$ cat src/awce_defs.svh
// constants for the ata write command engine
// Behaviour
// - opcode 3Dh acts as 48-bit DMA write, media commit before ending status
// - queued write 61h with FUA commits to media before completion
// - queued write count in features pair, tag in sector count, zero means 65,536
// - block write C5h raises BSY within 400ns of acceptance
// - block sectors move without interrupts, DRQ qualified only at block start
// - non-multiple count gives whole blocks then one partial block
// - block write aborted when multiple mode is unset or disabled
// - block write error posted after block, ends at failing sector, no more blocks
// - failed block write leaves failing address and residual count in registers
// - interrupt raised when DRQ sets at each block or partial block start after the first
// - only block size of one sector supported and advertised
// - 39h uses 48-bit LBA and 16-bit count, errors like 28-bit block write
// - high byte read via HOB bit; any task file access clears HOB
// - failed 48-bit block write reports 48-bit address, 16-bit residual
// - CEh acts as 48-bit block write with media commit before status
// - sector write 30h writes 1 to 256 sectors, zero means 256
// - sector write sets BSY, then DRQ without first interrupt
// - between sectors BSY set, DRQ clear; next ready clears BSY, sets DRQ, interrupts
// - after last sector BSY held until done, then completion interrupt
// - sector write error stops at failing sector and leaves its address
// - 34h accepts 1 to 65,536 sectors, interrupts per block, 48-bit error address
// - block commands disabled after power-up until multiple mode set nonzero
`ifndef AWCE_DEFS_SVH
`define AWCE_DEFS_SVH
`define AWCE_OP_WR_SECT 8'h30
`define AWCE_OP_WR_SECT_EXT 8'h34
`define AWCE_OP_WR_DMA_EXT 8'h35
`define AWCE_OP_WR_MULT_EXT 8'h39
`define AWCE_OP_WR_DMA_FUA 8'h3D
`define AWCE_OP_WR_QUEUED 8'h61
`define AWCE_OP_WR_MULT 8'hC5
`define AWCE_OP_WR_MULT_FUA 8'hCE
`define AWCE_OP_SET_MULT 8'hC6
`define AWCE_TF_DATA 3'h0
`define AWCE_TF_FEAT 3'h1
`define AWCE_TF_SCNT 3'h2
`define AWCE_TF_LBAL 3'h3
`define AWCE_TF_LBAM 3'h4
`define AWCE_TF_LBAH 3'h5
`define AWCE_TF_DEV 3'h6
`define AWCE_TF_CMD 3'h7
`define AWCE_DEV_FUA_BIT 7
`define AWCE_DEV_LBA_BIT 6
`define AWCE_ST_ERR_BIT 0
`define AWCE_ST_DRQ_BIT 3
`define AWCE_ST_DRDY_BIT 6
`define AWCE_ST_BSY_BIT 7
`define AWCE_ERR_ABRT 8'h04
`define AWCE_ERR_WRITE 8'h40
`define AWCE_MAX_BLOCK 8'h01
`define AWCE_BSY_MAX_NS 400
`define AWCE_CLK_NS 10
`define AWCE_BSY_MAX_CYC ((`AWCE_BSY_MAX_NS) / (`AWCE_CLK_NS))
`define AWCE_WORDS_PER_SECT 256
`endif

$ cat src/awce_pkg.sv
// types for the ata write command engine
package awce_pkg;
  typedef struct packed {
    logic [2:0] addr;
    logic wr;
    logic rd;
    logic [15:0] wdata;
  } awce_tf_req_t;
  typedef struct packed {
    logic [47:0] lba;
    logic [15:0] count;
    logic err;
  } awce_media_rsp_t;
  typedef struct packed {
    logic [47:0] lba;
    logic fua;
    logic queued;
    logic [4:0] tag;
  } awce_media_req_t;
  typedef enum logic [5:0] {
    AWCE_IDLE = 6'h01,
    AWCE_SETUP = 6'h02,
    AWCE_XFER = 6'h04,
    AWCE_PROG = 6'h08,
    AWCE_DONE = 6'h10,
    AWCE_ABORT = 6'h20
  } awce_state_t;
endpackage

$ cat src/awce_fifo.sv
// data buffer between host words and media
`timescale 1ns/100ps
`default_nettype none
module awce_fifo #(
  parameter int WIDTH = 16,
  parameter int DEPTH = 8
) (
  input wire logic clk_i,
  input wire logic resetn_i,
  input wire logic in_valid_i,
  output logic in_ready_o,
  input wire logic [WIDTH-1:0] in_data_i,
  output logic out_valid_o,
  input wire logic out_ready_i,
  output logic [WIDTH-1:0] out_data_o
);
  localparam int AW = $clog2(DEPTH);
  initial begin
    if (DEPTH < 2 || (DEPTH & (DEPTH - 1)) != 0) begin
      $error("depth must be a power of two of at least 2");
    end
  end
  logic [WIDTH-1:0] mem_ff [DEPTH];
  logic [AW:0] wp_ff;
  logic [AW:0] rp_ff;
  wire full = (wp_ff[AW] != rp_ff[AW]) && (wp_ff[AW-1:0] == rp_ff[AW-1:0]);
  wire empty = (wp_ff == rp_ff);
  wire push = in_valid_i && !full;
  wire pop = out_ready_i && !empty;
  assign in_ready_o = !full;
  assign out_valid_o = !empty;
  assign out_data_o = mem_ff[rp_ff[AW-1:0]];
  always_ff @(posedge clk_i or negedge resetn_i) begin
    if (!resetn_i) begin
      wp_ff <= '0;
      rp_ff <= '0;
    end else begin
      if (push) begin
        wp_ff <= wp_ff + 1'b1;
      end
      if (pop) begin
        rp_ff <= rp_ff + 1'b1;
      end
    end
  end
  always_ff @(posedge clk_i) begin
    if (push) begin
      mem_ff[wp_ff[AW-1:0]] <= in_data_i;
    end
  end
endmodule
`default_nettype wire

$ cat src/awce_engine.sv
// ata write command engine: task file, sequencing, buffered data path
`timescale 1ns/100ps
`default_nettype none
`include "awce_defs.svh"
module awce_engine #(
  parameter int FIFO_DEPTH = 8,
  parameter int WORDS_PER_SECT = `AWCE_WORDS_PER_SECT
) (
  input wire logic clk_i,
  input wire logic resetn_i,
  input wire awce_pkg::awce_tf_req_t tf_req_i,
  output logic [15:0] tf_rdata_o,
  input wire logic hob_i,
  output logic hob_clr_o,
  output logic intrq_o,
  output logic [7:0] status_o,
  output logic [7:0] error_o,
  output logic [7:0] mult_size_o,
  input wire logic write_cache_en_i,
  output awce_pkg::awce_media_req_t media_req_o,
  output logic media_valid_o,
  output logic [15:0] media_data_o,
  input wire logic media_ready_i,
  output logic media_commit_o,
  output logic media_sect_end_o,
  input wire logic media_done_i,
  input wire logic media_err_i,
  output logic dma_mode_o
);
  import awce_pkg::*;
  initial begin
    if (WORDS_PER_SECT < 2 || FIFO_DEPTH < 2) begin
      $error("unsupported sector or fifo size");
    end
  end
  // ==========================================================
  // task file registers, 16 bits each except device, error and block size at 8 bits
  logic [15:0] feat_ff, scnt_ff, lbal_ff, lbam_ff, lbah_ff;
  logic [7:0] dev_ff, err_ff, mult_ff;
  logic bsy_ff, drq_ff, errb_ff, intrq_ff;
  logic [15:0] remain_ff;
  logic [16:0] left_ff;
  logic [47:0] cur_lba_ff;
  logic [15:0] wcnt_ff;
  logic fua_ff, queued_ff, ext_ff, multi_ff, dma_ff, wr_err_ff;
  logic [4:0] tag_ff;
  awce_state_t state_ff;
  awce_state_t nxt_state;

  // the hob input is the device-control bit; host drives it on the same clock
  wire tf_wr = tf_req_i.wr && state_ff == AWCE_IDLE;
  wire data_wr = tf_req_i.wr && tf_req_i.addr == `AWCE_TF_DATA;
  wire cmd_wr = tf_wr && tf_req_i.addr == `AWCE_TF_CMD;
  wire [7:0] opc = tf_req_i.wdata[7:0];
  assign hob_clr_o = tf_req_i.wr || tf_req_i.rd;

  function automatic logic [15:0] shift_in(input logic [15:0] old, input logic [7:0] b);
    shift_in = {old[7:0], b};
  endfunction
  function automatic logic [7:0] hi_lo(input logic [15:0] v, input logic hob);
    hi_lo = hob ? v[15:8] : v[7:0];
  endfunction

  // ==========================================================
  // command decode
  wire op_sect = opc == `AWCE_OP_WR_SECT;
  wire op_sect_ext = opc == `AWCE_OP_WR_SECT_EXT;
  wire op_mult = opc == `AWCE_OP_WR_MULT;
  wire op_mult_ext = opc == `AWCE_OP_WR_MULT_EXT || opc == `AWCE_OP_WR_MULT_FUA;
  wire op_dma = opc == `AWCE_OP_WR_DMA_EXT || opc == `AWCE_OP_WR_DMA_FUA;
  wire op_q = opc == `AWCE_OP_WR_QUEUED;
  wire op_setm = opc == `AWCE_OP_SET_MULT;
  wire op_known = op_sect | op_sect_ext | op_mult | op_mult_ext | op_dma | op_q;
  wire is_multi = op_mult | op_mult_ext;
  wire is_ext = op_sect_ext | op_mult_ext | op_dma | op_q;
  wire mult_ok = mult_ff != 8'h00;
  wire cmd_abort = cmd_wr && ((is_multi && !mult_ok) || !(op_known || op_setm));
  wire cmd_go = cmd_wr && op_known && !(is_multi && !mult_ok);
  wire op_fua = opc == `AWCE_OP_WR_DMA_FUA || opc == `AWCE_OP_WR_MULT_FUA
    || (op_q && dev_ff[`AWCE_DEV_FUA_BIT]);
  wire [15:0] cnt_src = op_q ? feat_ff : scnt_ff;
  wire [16:0] cnt_ext = (cnt_src == 16'h0000) ? 17'h10000 : {1'b0, cnt_src};
  wire [16:0] cnt_28 = (scnt_ff[7:0] == 8'h00) ? 17'h00100 : {9'h000, scnt_ff[7:0]};
  wire [16:0] cnt_start = is_ext ? cnt_ext : cnt_28;
  wire [47:0] lba_start = is_ext ? {lbah_ff[15:8], lbam_ff[15:8], lbal_ff[15:8],
    lbah_ff[7:0], lbam_ff[7:0], lbal_ff[7:0]}
    : {20'h00000, dev_ff[3:0], lbah_ff[7:0], lbam_ff[7:0], lbal_ff[7:0]};
  // block size limited to one sector, so every sector starts a block
  wire [16:0] blk = {9'h000, mult_ff};

  // ==========================================================
  // data path through buffer
  logic fifo_in_ready;
  // dma and queued data go through the data port with DRQ low, only while the transfer state is open
  wire in_valid = data_wr && !bsy_ff && (drq_ff || (dma_ff && state_ff == AWCE_XFER));
  awce_fifo #(.WIDTH(16), .DEPTH(FIFO_DEPTH)) u_fifo (
    .clk_i(clk_i),
    .resetn_i(resetn_i),
    .in_valid_i(in_valid),
    .in_ready_o(fifo_in_ready),
    .in_data_i(tf_req_i.wdata),
    .out_valid_o(media_valid_o),
    .out_ready_i(media_ready_i),
    .out_data_o(media_data_o)
  );
  wire word_in = in_valid && fifo_in_ready;
  wire last_word = wcnt_ff == 16'(WORDS_PER_SECT - 1);
  wire sect_done = word_in && last_word;
  // one-sector blocks: whole blocks always fit, the partial block is empty
  wire last_sect = left_ff == 17'h00001;

  // ==========================================================
  // sequencing
  always_comb begin
    nxt_state = state_ff;
    case (state_ff)
      AWCE_IDLE: begin
        if (cmd_abort) begin
          nxt_state = AWCE_ABORT;
        end else if (cmd_go) begin
          nxt_state = AWCE_SETUP;
        end else if (cmd_wr && op_setm) begin
          // block size load completes at once, so BSY does not stay set
          nxt_state = AWCE_DONE;
        end
      end
      AWCE_SETUP: nxt_state = AWCE_XFER;
      AWCE_XFER: begin
        if (sect_done) begin
          nxt_state = AWCE_PROG;
        end
      end
      AWCE_PROG: begin
        if (media_err_i) begin
          nxt_state = AWCE_ABORT;
        end else if (media_done_i && last_sect) begin
          nxt_state = AWCE_DONE;
        end else if (media_done_i) begin
          nxt_state = AWCE_XFER;
        end
      end
      AWCE_DONE: nxt_state = AWCE_IDLE;
      AWCE_ABORT: nxt_state = AWCE_IDLE;
      default: nxt_state = AWCE_IDLE;
    endcase
  end

  always_ff @(posedge clk_i or negedge resetn_i) begin
    if (!resetn_i) begin
      state_ff <= AWCE_IDLE;
    end else begin
      state_ff <= nxt_state;
    end
  end

  always_ff @(posedge clk_i or negedge resetn_i) begin
    if (!resetn_i) begin
      bsy_ff <= 1'b0;
      drq_ff <= 1'b0;
      errb_ff <= 1'b0;
      intrq_ff <= 1'b0;
      err_ff <= 8'h00;
      wr_err_ff <= 1'b0;
    end else begin
      if (tf_req_i.rd && tf_req_i.addr == `AWCE_TF_CMD) begin
        intrq_ff <= 1'b0;
      end
      case (state_ff)
        AWCE_IDLE: begin
          if (cmd_wr) begin
            bsy_ff <= 1'b1;
            errb_ff <= 1'b0;
            err_ff <= 8'h00;
            wr_err_ff <= 1'b0;
            intrq_ff <= 1'b0;
          end
        end
        AWCE_SETUP: begin
          bsy_ff <= 1'b0;
          drq_ff <= !dma_ff;
        end
        AWCE_XFER: begin
          if (sect_done) begin
            bsy_ff <= 1'b1;
            drq_ff <= 1'b0;
          end
        end
        AWCE_PROG: begin
          if (media_err_i) begin
            wr_err_ff <= 1'b1;
          end else if (media_done_i && !last_sect) begin
            bsy_ff <= 1'b0;
            drq_ff <= !dma_ff;
            intrq_ff <= !dma_ff;
          end
        end
        AWCE_DONE: begin
          bsy_ff <= 1'b0;
          intrq_ff <= 1'b1;
        end
        AWCE_ABORT: begin
          bsy_ff <= 1'b0;
          drq_ff <= 1'b0;
          errb_ff <= 1'b1;
          err_ff <= wr_err_ff ? (`AWCE_ERR_WRITE | `AWCE_ERR_ABRT) : `AWCE_ERR_ABRT;
          intrq_ff <= 1'b1;
        end
        default: bsy_ff <= 1'b0;
      endcase
    end
  end

  // ==========================================================
  // command context and progress
  always_ff @(posedge clk_i or negedge resetn_i) begin
    if (!resetn_i) begin
      feat_ff <= 16'h0000;
      scnt_ff <= 16'h0000;
      lbal_ff <= 16'h0000;
      lbam_ff <= 16'h0000;
      lbah_ff <= 16'h0000;
      dev_ff <= 8'h00;
      mult_ff <= 8'h00;
      left_ff <= 17'h00000;
      remain_ff <= 16'h0000;
      cur_lba_ff <= 48'h000000000000;
      wcnt_ff <= 16'h0000;
      fua_ff <= 1'b0;
      queued_ff <= 1'b0;
      ext_ff <= 1'b0;
      multi_ff <= 1'b0;
      dma_ff <= 1'b0;
      tag_ff <= 5'h00;
    end else begin
      if (tf_wr) begin
        case (tf_req_i.addr)
          `AWCE_TF_FEAT: feat_ff <= shift_in(feat_ff, tf_req_i.wdata[7:0]);
          `AWCE_TF_SCNT: scnt_ff <= shift_in(scnt_ff, tf_req_i.wdata[7:0]);
          `AWCE_TF_LBAL: lbal_ff <= shift_in(lbal_ff, tf_req_i.wdata[7:0]);
          `AWCE_TF_LBAM: lbam_ff <= shift_in(lbam_ff, tf_req_i.wdata[7:0]);
          `AWCE_TF_LBAH: lbah_ff <= shift_in(lbah_ff, tf_req_i.wdata[7:0]);
          `AWCE_TF_DEV: dev_ff <= tf_req_i.wdata[7:0];
          default: dev_ff <= dev_ff;
        endcase
      end
      if (cmd_wr && op_setm) begin
        mult_ff <= (scnt_ff[7:0] <= `AWCE_MAX_BLOCK) ? scnt_ff[7:0] : 8'h00;
      end
      if (cmd_go) begin
        left_ff <= cnt_start;
        cur_lba_ff <= lba_start;
        fua_ff <= op_fua;
        queued_ff <= op_q;
        ext_ff <= is_ext;
        multi_ff <= is_multi;
        dma_ff <= op_dma | op_q;
        tag_ff <= scnt_ff[7:3];
        wcnt_ff <= 16'h0000;
      end
      if (word_in) begin
        wcnt_ff <= last_word ? 16'h0000 : wcnt_ff + 16'h0001;
      end
      if (state_ff == AWCE_PROG && media_done_i && !media_err_i) begin
        left_ff <= left_ff - 17'h00001;
        cur_lba_ff <= cur_lba_ff + 48'h000000000001;
      end
      if (state_ff == AWCE_PROG && media_err_i) begin
        // failing sector address and outstanding count back into the registers
        remain_ff <= left_ff[15:0];
        scnt_ff <= left_ff[15:0];
        lbal_ff <= {cur_lba_ff[31:24], cur_lba_ff[7:0]};
        lbam_ff <= {cur_lba_ff[39:32], cur_lba_ff[15:8]};
        lbah_ff <= {cur_lba_ff[47:40], cur_lba_ff[23:16]};
        if (!ext_ff) begin
          dev_ff <= {dev_ff[7:4], cur_lba_ff[27:24]};
        end
      end
    end
  end

  // ==========================================================
  // outputs
  wire [7:0] rd_byte =
    (tf_req_i.addr == `AWCE_TF_FEAT) ? err_ff :
    (tf_req_i.addr == `AWCE_TF_SCNT) ? hi_lo(scnt_ff, hob_i) :
    (tf_req_i.addr == `AWCE_TF_LBAL) ? hi_lo(lbal_ff, hob_i) :
    (tf_req_i.addr == `AWCE_TF_LBAM) ? hi_lo(lbam_ff, hob_i) :
    (tf_req_i.addr == `AWCE_TF_LBAH) ? hi_lo(lbah_ff, hob_i) :
    (tf_req_i.addr == `AWCE_TF_DEV) ? dev_ff : status_o;
  logic [15:0] rdata_ff;
  always_ff @(posedge clk_i or negedge resetn_i) begin
    if (!resetn_i) begin
      rdata_ff <= 16'h0000;
    end else if (tf_req_i.rd) begin
      rdata_ff <= {8'h00, rd_byte};
    end
  end
  assign tf_rdata_o = rdata_ff;
  assign status_o = {bsy_ff, !bsy_ff, 2'b00, drq_ff, 2'b00, errb_ff};
  assign error_o = err_ff;
  assign intrq_o = intrq_ff;
  assign mult_size_o = `AWCE_MAX_BLOCK;
  assign dma_mode_o = dma_ff;
  assign media_req_o = '{lba: cur_lba_ff, fua: fua_ff, queued: queued_ff, tag: tag_ff};
  // media holds done until data is durable when forced commit applies
  assign media_commit_o = fua_ff | !write_cache_en_i;
  assign media_sect_end_o = state_ff == AWCE_PROG;
endmodule
`default_nettype wire

$ cat config.mk
export PLATFORM = sky130hd
export DESIGN_NAME = awce_engine
export DESIGN_NICKNAME = d
export VERILOG_FILES = /design/src/awce_pkg.sv /design/src/awce_fifo.sv /design/src/awce_engine.sv
export VERILOG_INCLUDE_DIRS = /design/src
export SDC_FILE = /design/constraint.sdc
export NUM_CORES = 1
export LEC_CHECK = 0
export ABC_AREA = 1
export BUFFER_PORTS_ARGS = -buffer_cell sky130_fd_sc_hd__buf_2
export CAP_MARGIN = 10
export CORE_ASPECT_RATIO = 1.75
export CORE_UTILIZATION = 30
export CTS_CLUSTER_SIZE = 20
export DETAILED_ROUTE_END_ITERATION = 10
export REMOVE_ABC_BUFFERS = 1
export SLEW_MARGIN = 15
export SYNTH_ARGS = -nofsm -noshare
export SYNTH_HDL_FRONTEND = slang
export SYNTH_SLANG_ARGS = --single-unit
$ cat constraint.sdc
create_clock -name clk_i -period 4.2 [get_ports clk_i]
set_input_delay 0.42 -clock clk_i [delete_from_list [all_inputs] [get_ports clk_i]]
set_output_delay 0.42 -clock clk_i [all_outputs]
set_load 0.01 [all_outputs]
==> run metrics <==
min cycle time layout around 3.3 ns; pre-CTS setup slack 1.369 ns; initial antenna violation count 2; synthesized area ~18000 sq um; FILL cells around 6200; Fmax 305.3 MHz; Post-synth EDFFs between 100 and 150; post-DR wirelength/cell between 20 and 25 um; CP Class flip-flop to output port; clock sink count approximately 340; Avg Inst Size Synth 8.127 sq um; ANT cells 0; clock skew ~0.027 ns; status complete, but fails checks; detailed-route wire length 67850 um; RSZ-0062 raised after global routing no; core area 59350 sq um; Synthesis Warnings 0; clk root buf clkbuf_16; die height 326.5 um; Async S/R FF share, synth 62.57%; port buffer count between 100 and 150; adder-cell share of the synthesized area less than 1%; Placer Congestion approximately 0.97; Initial DRT Pass Iterations 6; worst r2r src state_ff[1]; DIE WIDTH approximately 190 um; Post-synth top cells nand2_1 (634), nor2_1 (292), dfrtp_1 (213); # rows roughly 120; Hold WS -0.08333 ns; Worst EP arrival 2.86 ns; die area roughly 61000 sq um; critical path endpoint category output port; Startpoint Class flip-flop; hold_buf cts 0; top-level I/O count roughly 150; final setup vio count 0; Post-Synth Simple-Gate Area ~28%; Yosys top cell by area dfrtp_1; Worst R2R End cur_lba_ff[30]; final hold vios 15; CTS Buffer Depth 3; grt total ovfl 0; DR iter-0 viols ~1600; Worst Setup SP u_fifo.rp_ff[1]; top post-synthesis cells by area dfrtp_1 (30%), edfxtp_1 (21%), nand2_1 (13%), nor2_1 (6.1%), o21ai_0 (4.5%); vias in the first global route about 16000; count leader, synth nand2_1; Clock Pin Slew Worst Setup and Hold Paths 0.06 ns; total CTS buffers 37; Syn Inst Count between 2000 and 2500; Seq cells post-synth 342; worst-path fanout max 33; Worst Hold Class primary input to async pin; Pins Over Slew Limit 0; Skew-Pair Late Insertion Delay between 0.5 and 0.6 ns; pin count of the biggest net entering global routing 115; mux contribution to synthesized area less than 1%; first-pass GRT wire length 101500 um; max capacitance violation total 0; post-DP HPWL around 50000 um; Final period util between 70% and 80%; synthesis-to-layout area growth 14.46%; Post-CTS Resized 0; Residual DRC 0; total track usage between 20% and 30%; failing checks hold timing; Final WS setup approximately 0.92 ns; VDD IR-drop max 0.0003258 V; Slew headroom 22.95%; Post-CTS Setup Bufs 0; sequential fraction of the synthesis area around half; compound-cell area share of the yosys netlist 11.51%; Final Power between 10 and 15 mW; initial core utilization approximately 30%; XOR/XNOR Fraction of Synth Area about 1.8%; Post-DP Area 19400 sq um; Slew @ Worst Pin 1.155 ns; post-route cell area 20660 sq um; Pleak 8.932 nW; via/cell ratio 5.297; H-tree levels 2; Top FF cell, synth dfrtp_1; fraction of layout cells with a size suffix above 1 11.59%; main combinational cell family by area after synthesis simple AND/OR/NAND/NOR gates; synth unique cells between 50 and 60; Vias 16570; r2r setup slk ~1.4 ns; CP required roughly 3.8 ns; CP endpoint media_data_o[2]; TritonCTS clock tree yes; ANT nets after route 0; R2R depth 12; post-synth top area share 29.53%; Nets 2353; Power Density 606.3 nW/um^2
through the flow:
stage	utilization, %	std cells	TNS, ns
floorplan	-	2128	-1.036
global placement	32.69	3060	0
detailed placement	32.69	3060	0
CTS	34.81	3127	0
global route	34.81	3127	0
finish	34.81	3127	0
how the worst min path moves through the flow:
stage             startpoint              to  slack, ns  cells past startpoint
2_1_floorplan       resetn_i          bsy_ff       0.12                      0
4_1_cts             resetn_i  cur_lba_ff[27]       0.02                      1
5_1_grt             resetn_i  cur_lba_ff[27]       0.02                      1
3_5_place_dp   tf_rdata_o[4]   tf_rdata_o[4]       0.47                      2
6_report            resetn_i  cur_lba_ff[27]      -0.08                      1
3_3_place_gp   tf_rdata_o[4]   tf_rdata_o[4]       0.47                      2
sequential cells by signal, indices dropped and copies added (netlist names), 2 cells and up:
| name | cells |
|---|---|
| wcnt_ff | 16 |
| u_fifo.rp_ff | 4 |
| dev_ff | 8 |
| mult_ff | 8 |
| cur_lba_ff | 48 |
| error_o | 2 |
| tag_ff | 5 |
| tf_rdata_o | 8 |
| lbam_ff | 16 |
| lbah_ff | 16 |
| lbal_ff | 16 |
| scnt_ff | 16 |
| state_ff | 6 |
| feat_ff | 16 |
| u_fifo.wp_ff | 4 |
| left_ff | 17 |
| u_fifo.mem_ff | 128 |
area by class of cell:
class,instances,area (sq um),area share (%)
clock inverter,18,249.0,1.205
multi-input combinational,1611,7696,37.25
sequential,342,9201,44.53
clock buffer,49,1011,4.893
inverter,175,659.4,3.191
timing repair buffer,152,868.3,4.203
tap,780,975.9,4.724
worst max-delay path, stage by stage (launching register included):
cell and delay (ns):
dfrtp_1 0.42, inv_1 0.85, o21ai_0 0.27, o22ai_1 0.21
nor2_1 0.06, a31oi_1 0.28, buf_2 0.19
power by group:
group,internal [mW],switching (mW)
Sequential,4.20,0.946
Clock,1.97,1.44
Combinational,1.32,2.65
layer usage:
| metal | vias up | part of all wire [%] | global-route usage [%] |
|---|---|---|---|
| met5 | - | 0.041 | 0 |
| met4 | 4 | 8.4 | 16.83 |
| met3 | 243 | 6.0 | 3.449 |
| met2 | 752 | 50 | 38.35 |
| met1 | 8018 | 36 | 23.83 |
| li1 | 7548 | - | - |
cells in the final DEF (no fill, tap or decap), types with 5 or more instances in the layout:
cell type | netlist | routed
xor2_1 | 33 | 33
nor3_1 | 32 | 25
clkbuf_16 | 0 | 37
o211ai_1 | 66 | 66
clkbuf_1 | 47 | 8
clkinv_2 | 0 | 6
dfrtp_1 | 213 | 212
buf_4 | 37 | 33
nand4_1 | 41 | 41
o21ai_1 | 11 | 11
nand3_1 | 141 | 141
a22oi_1 | 24 | 24
inv_1 | 161 | 160
edfxtp_1 | 128 | 128
nand2_2 | 6 | 6
nor2_2 | 5 | 5
clkinv_1 | 3 | 5
nor3_2 | 1 | 8
buf_2 | 25 | 117
nand2_1 | 634 | 634
xnor2_1 | 5 | 5
nor2_1 | 292 | 291
o21ai_0 | 163 | 163
a21oi_1 | 30 | 30
o22ai_1 | 22 | 22
nor2_4 | 7 | 8
nor4_1 | 5 | 5
a31oi_1 | 20 | 20
or2_2 | 5 | 5
ha_1 | 6 | 6
inv_2 | 10 | 11
conb_1 | 2 | 26
cell families after synthesis:
kind of cell / count (synthesis)
AO/OA/AOI/OAI: 350
XOR/XNOR: 38
adder cells (fa/ha/maj): 6
buffers and inverters: 292
flip-flops: 342
multiplexers: 7
other: 2
AND/OR/NAND/NOR: 1184
Note: power is estimated with default switching activity, not from simulation.
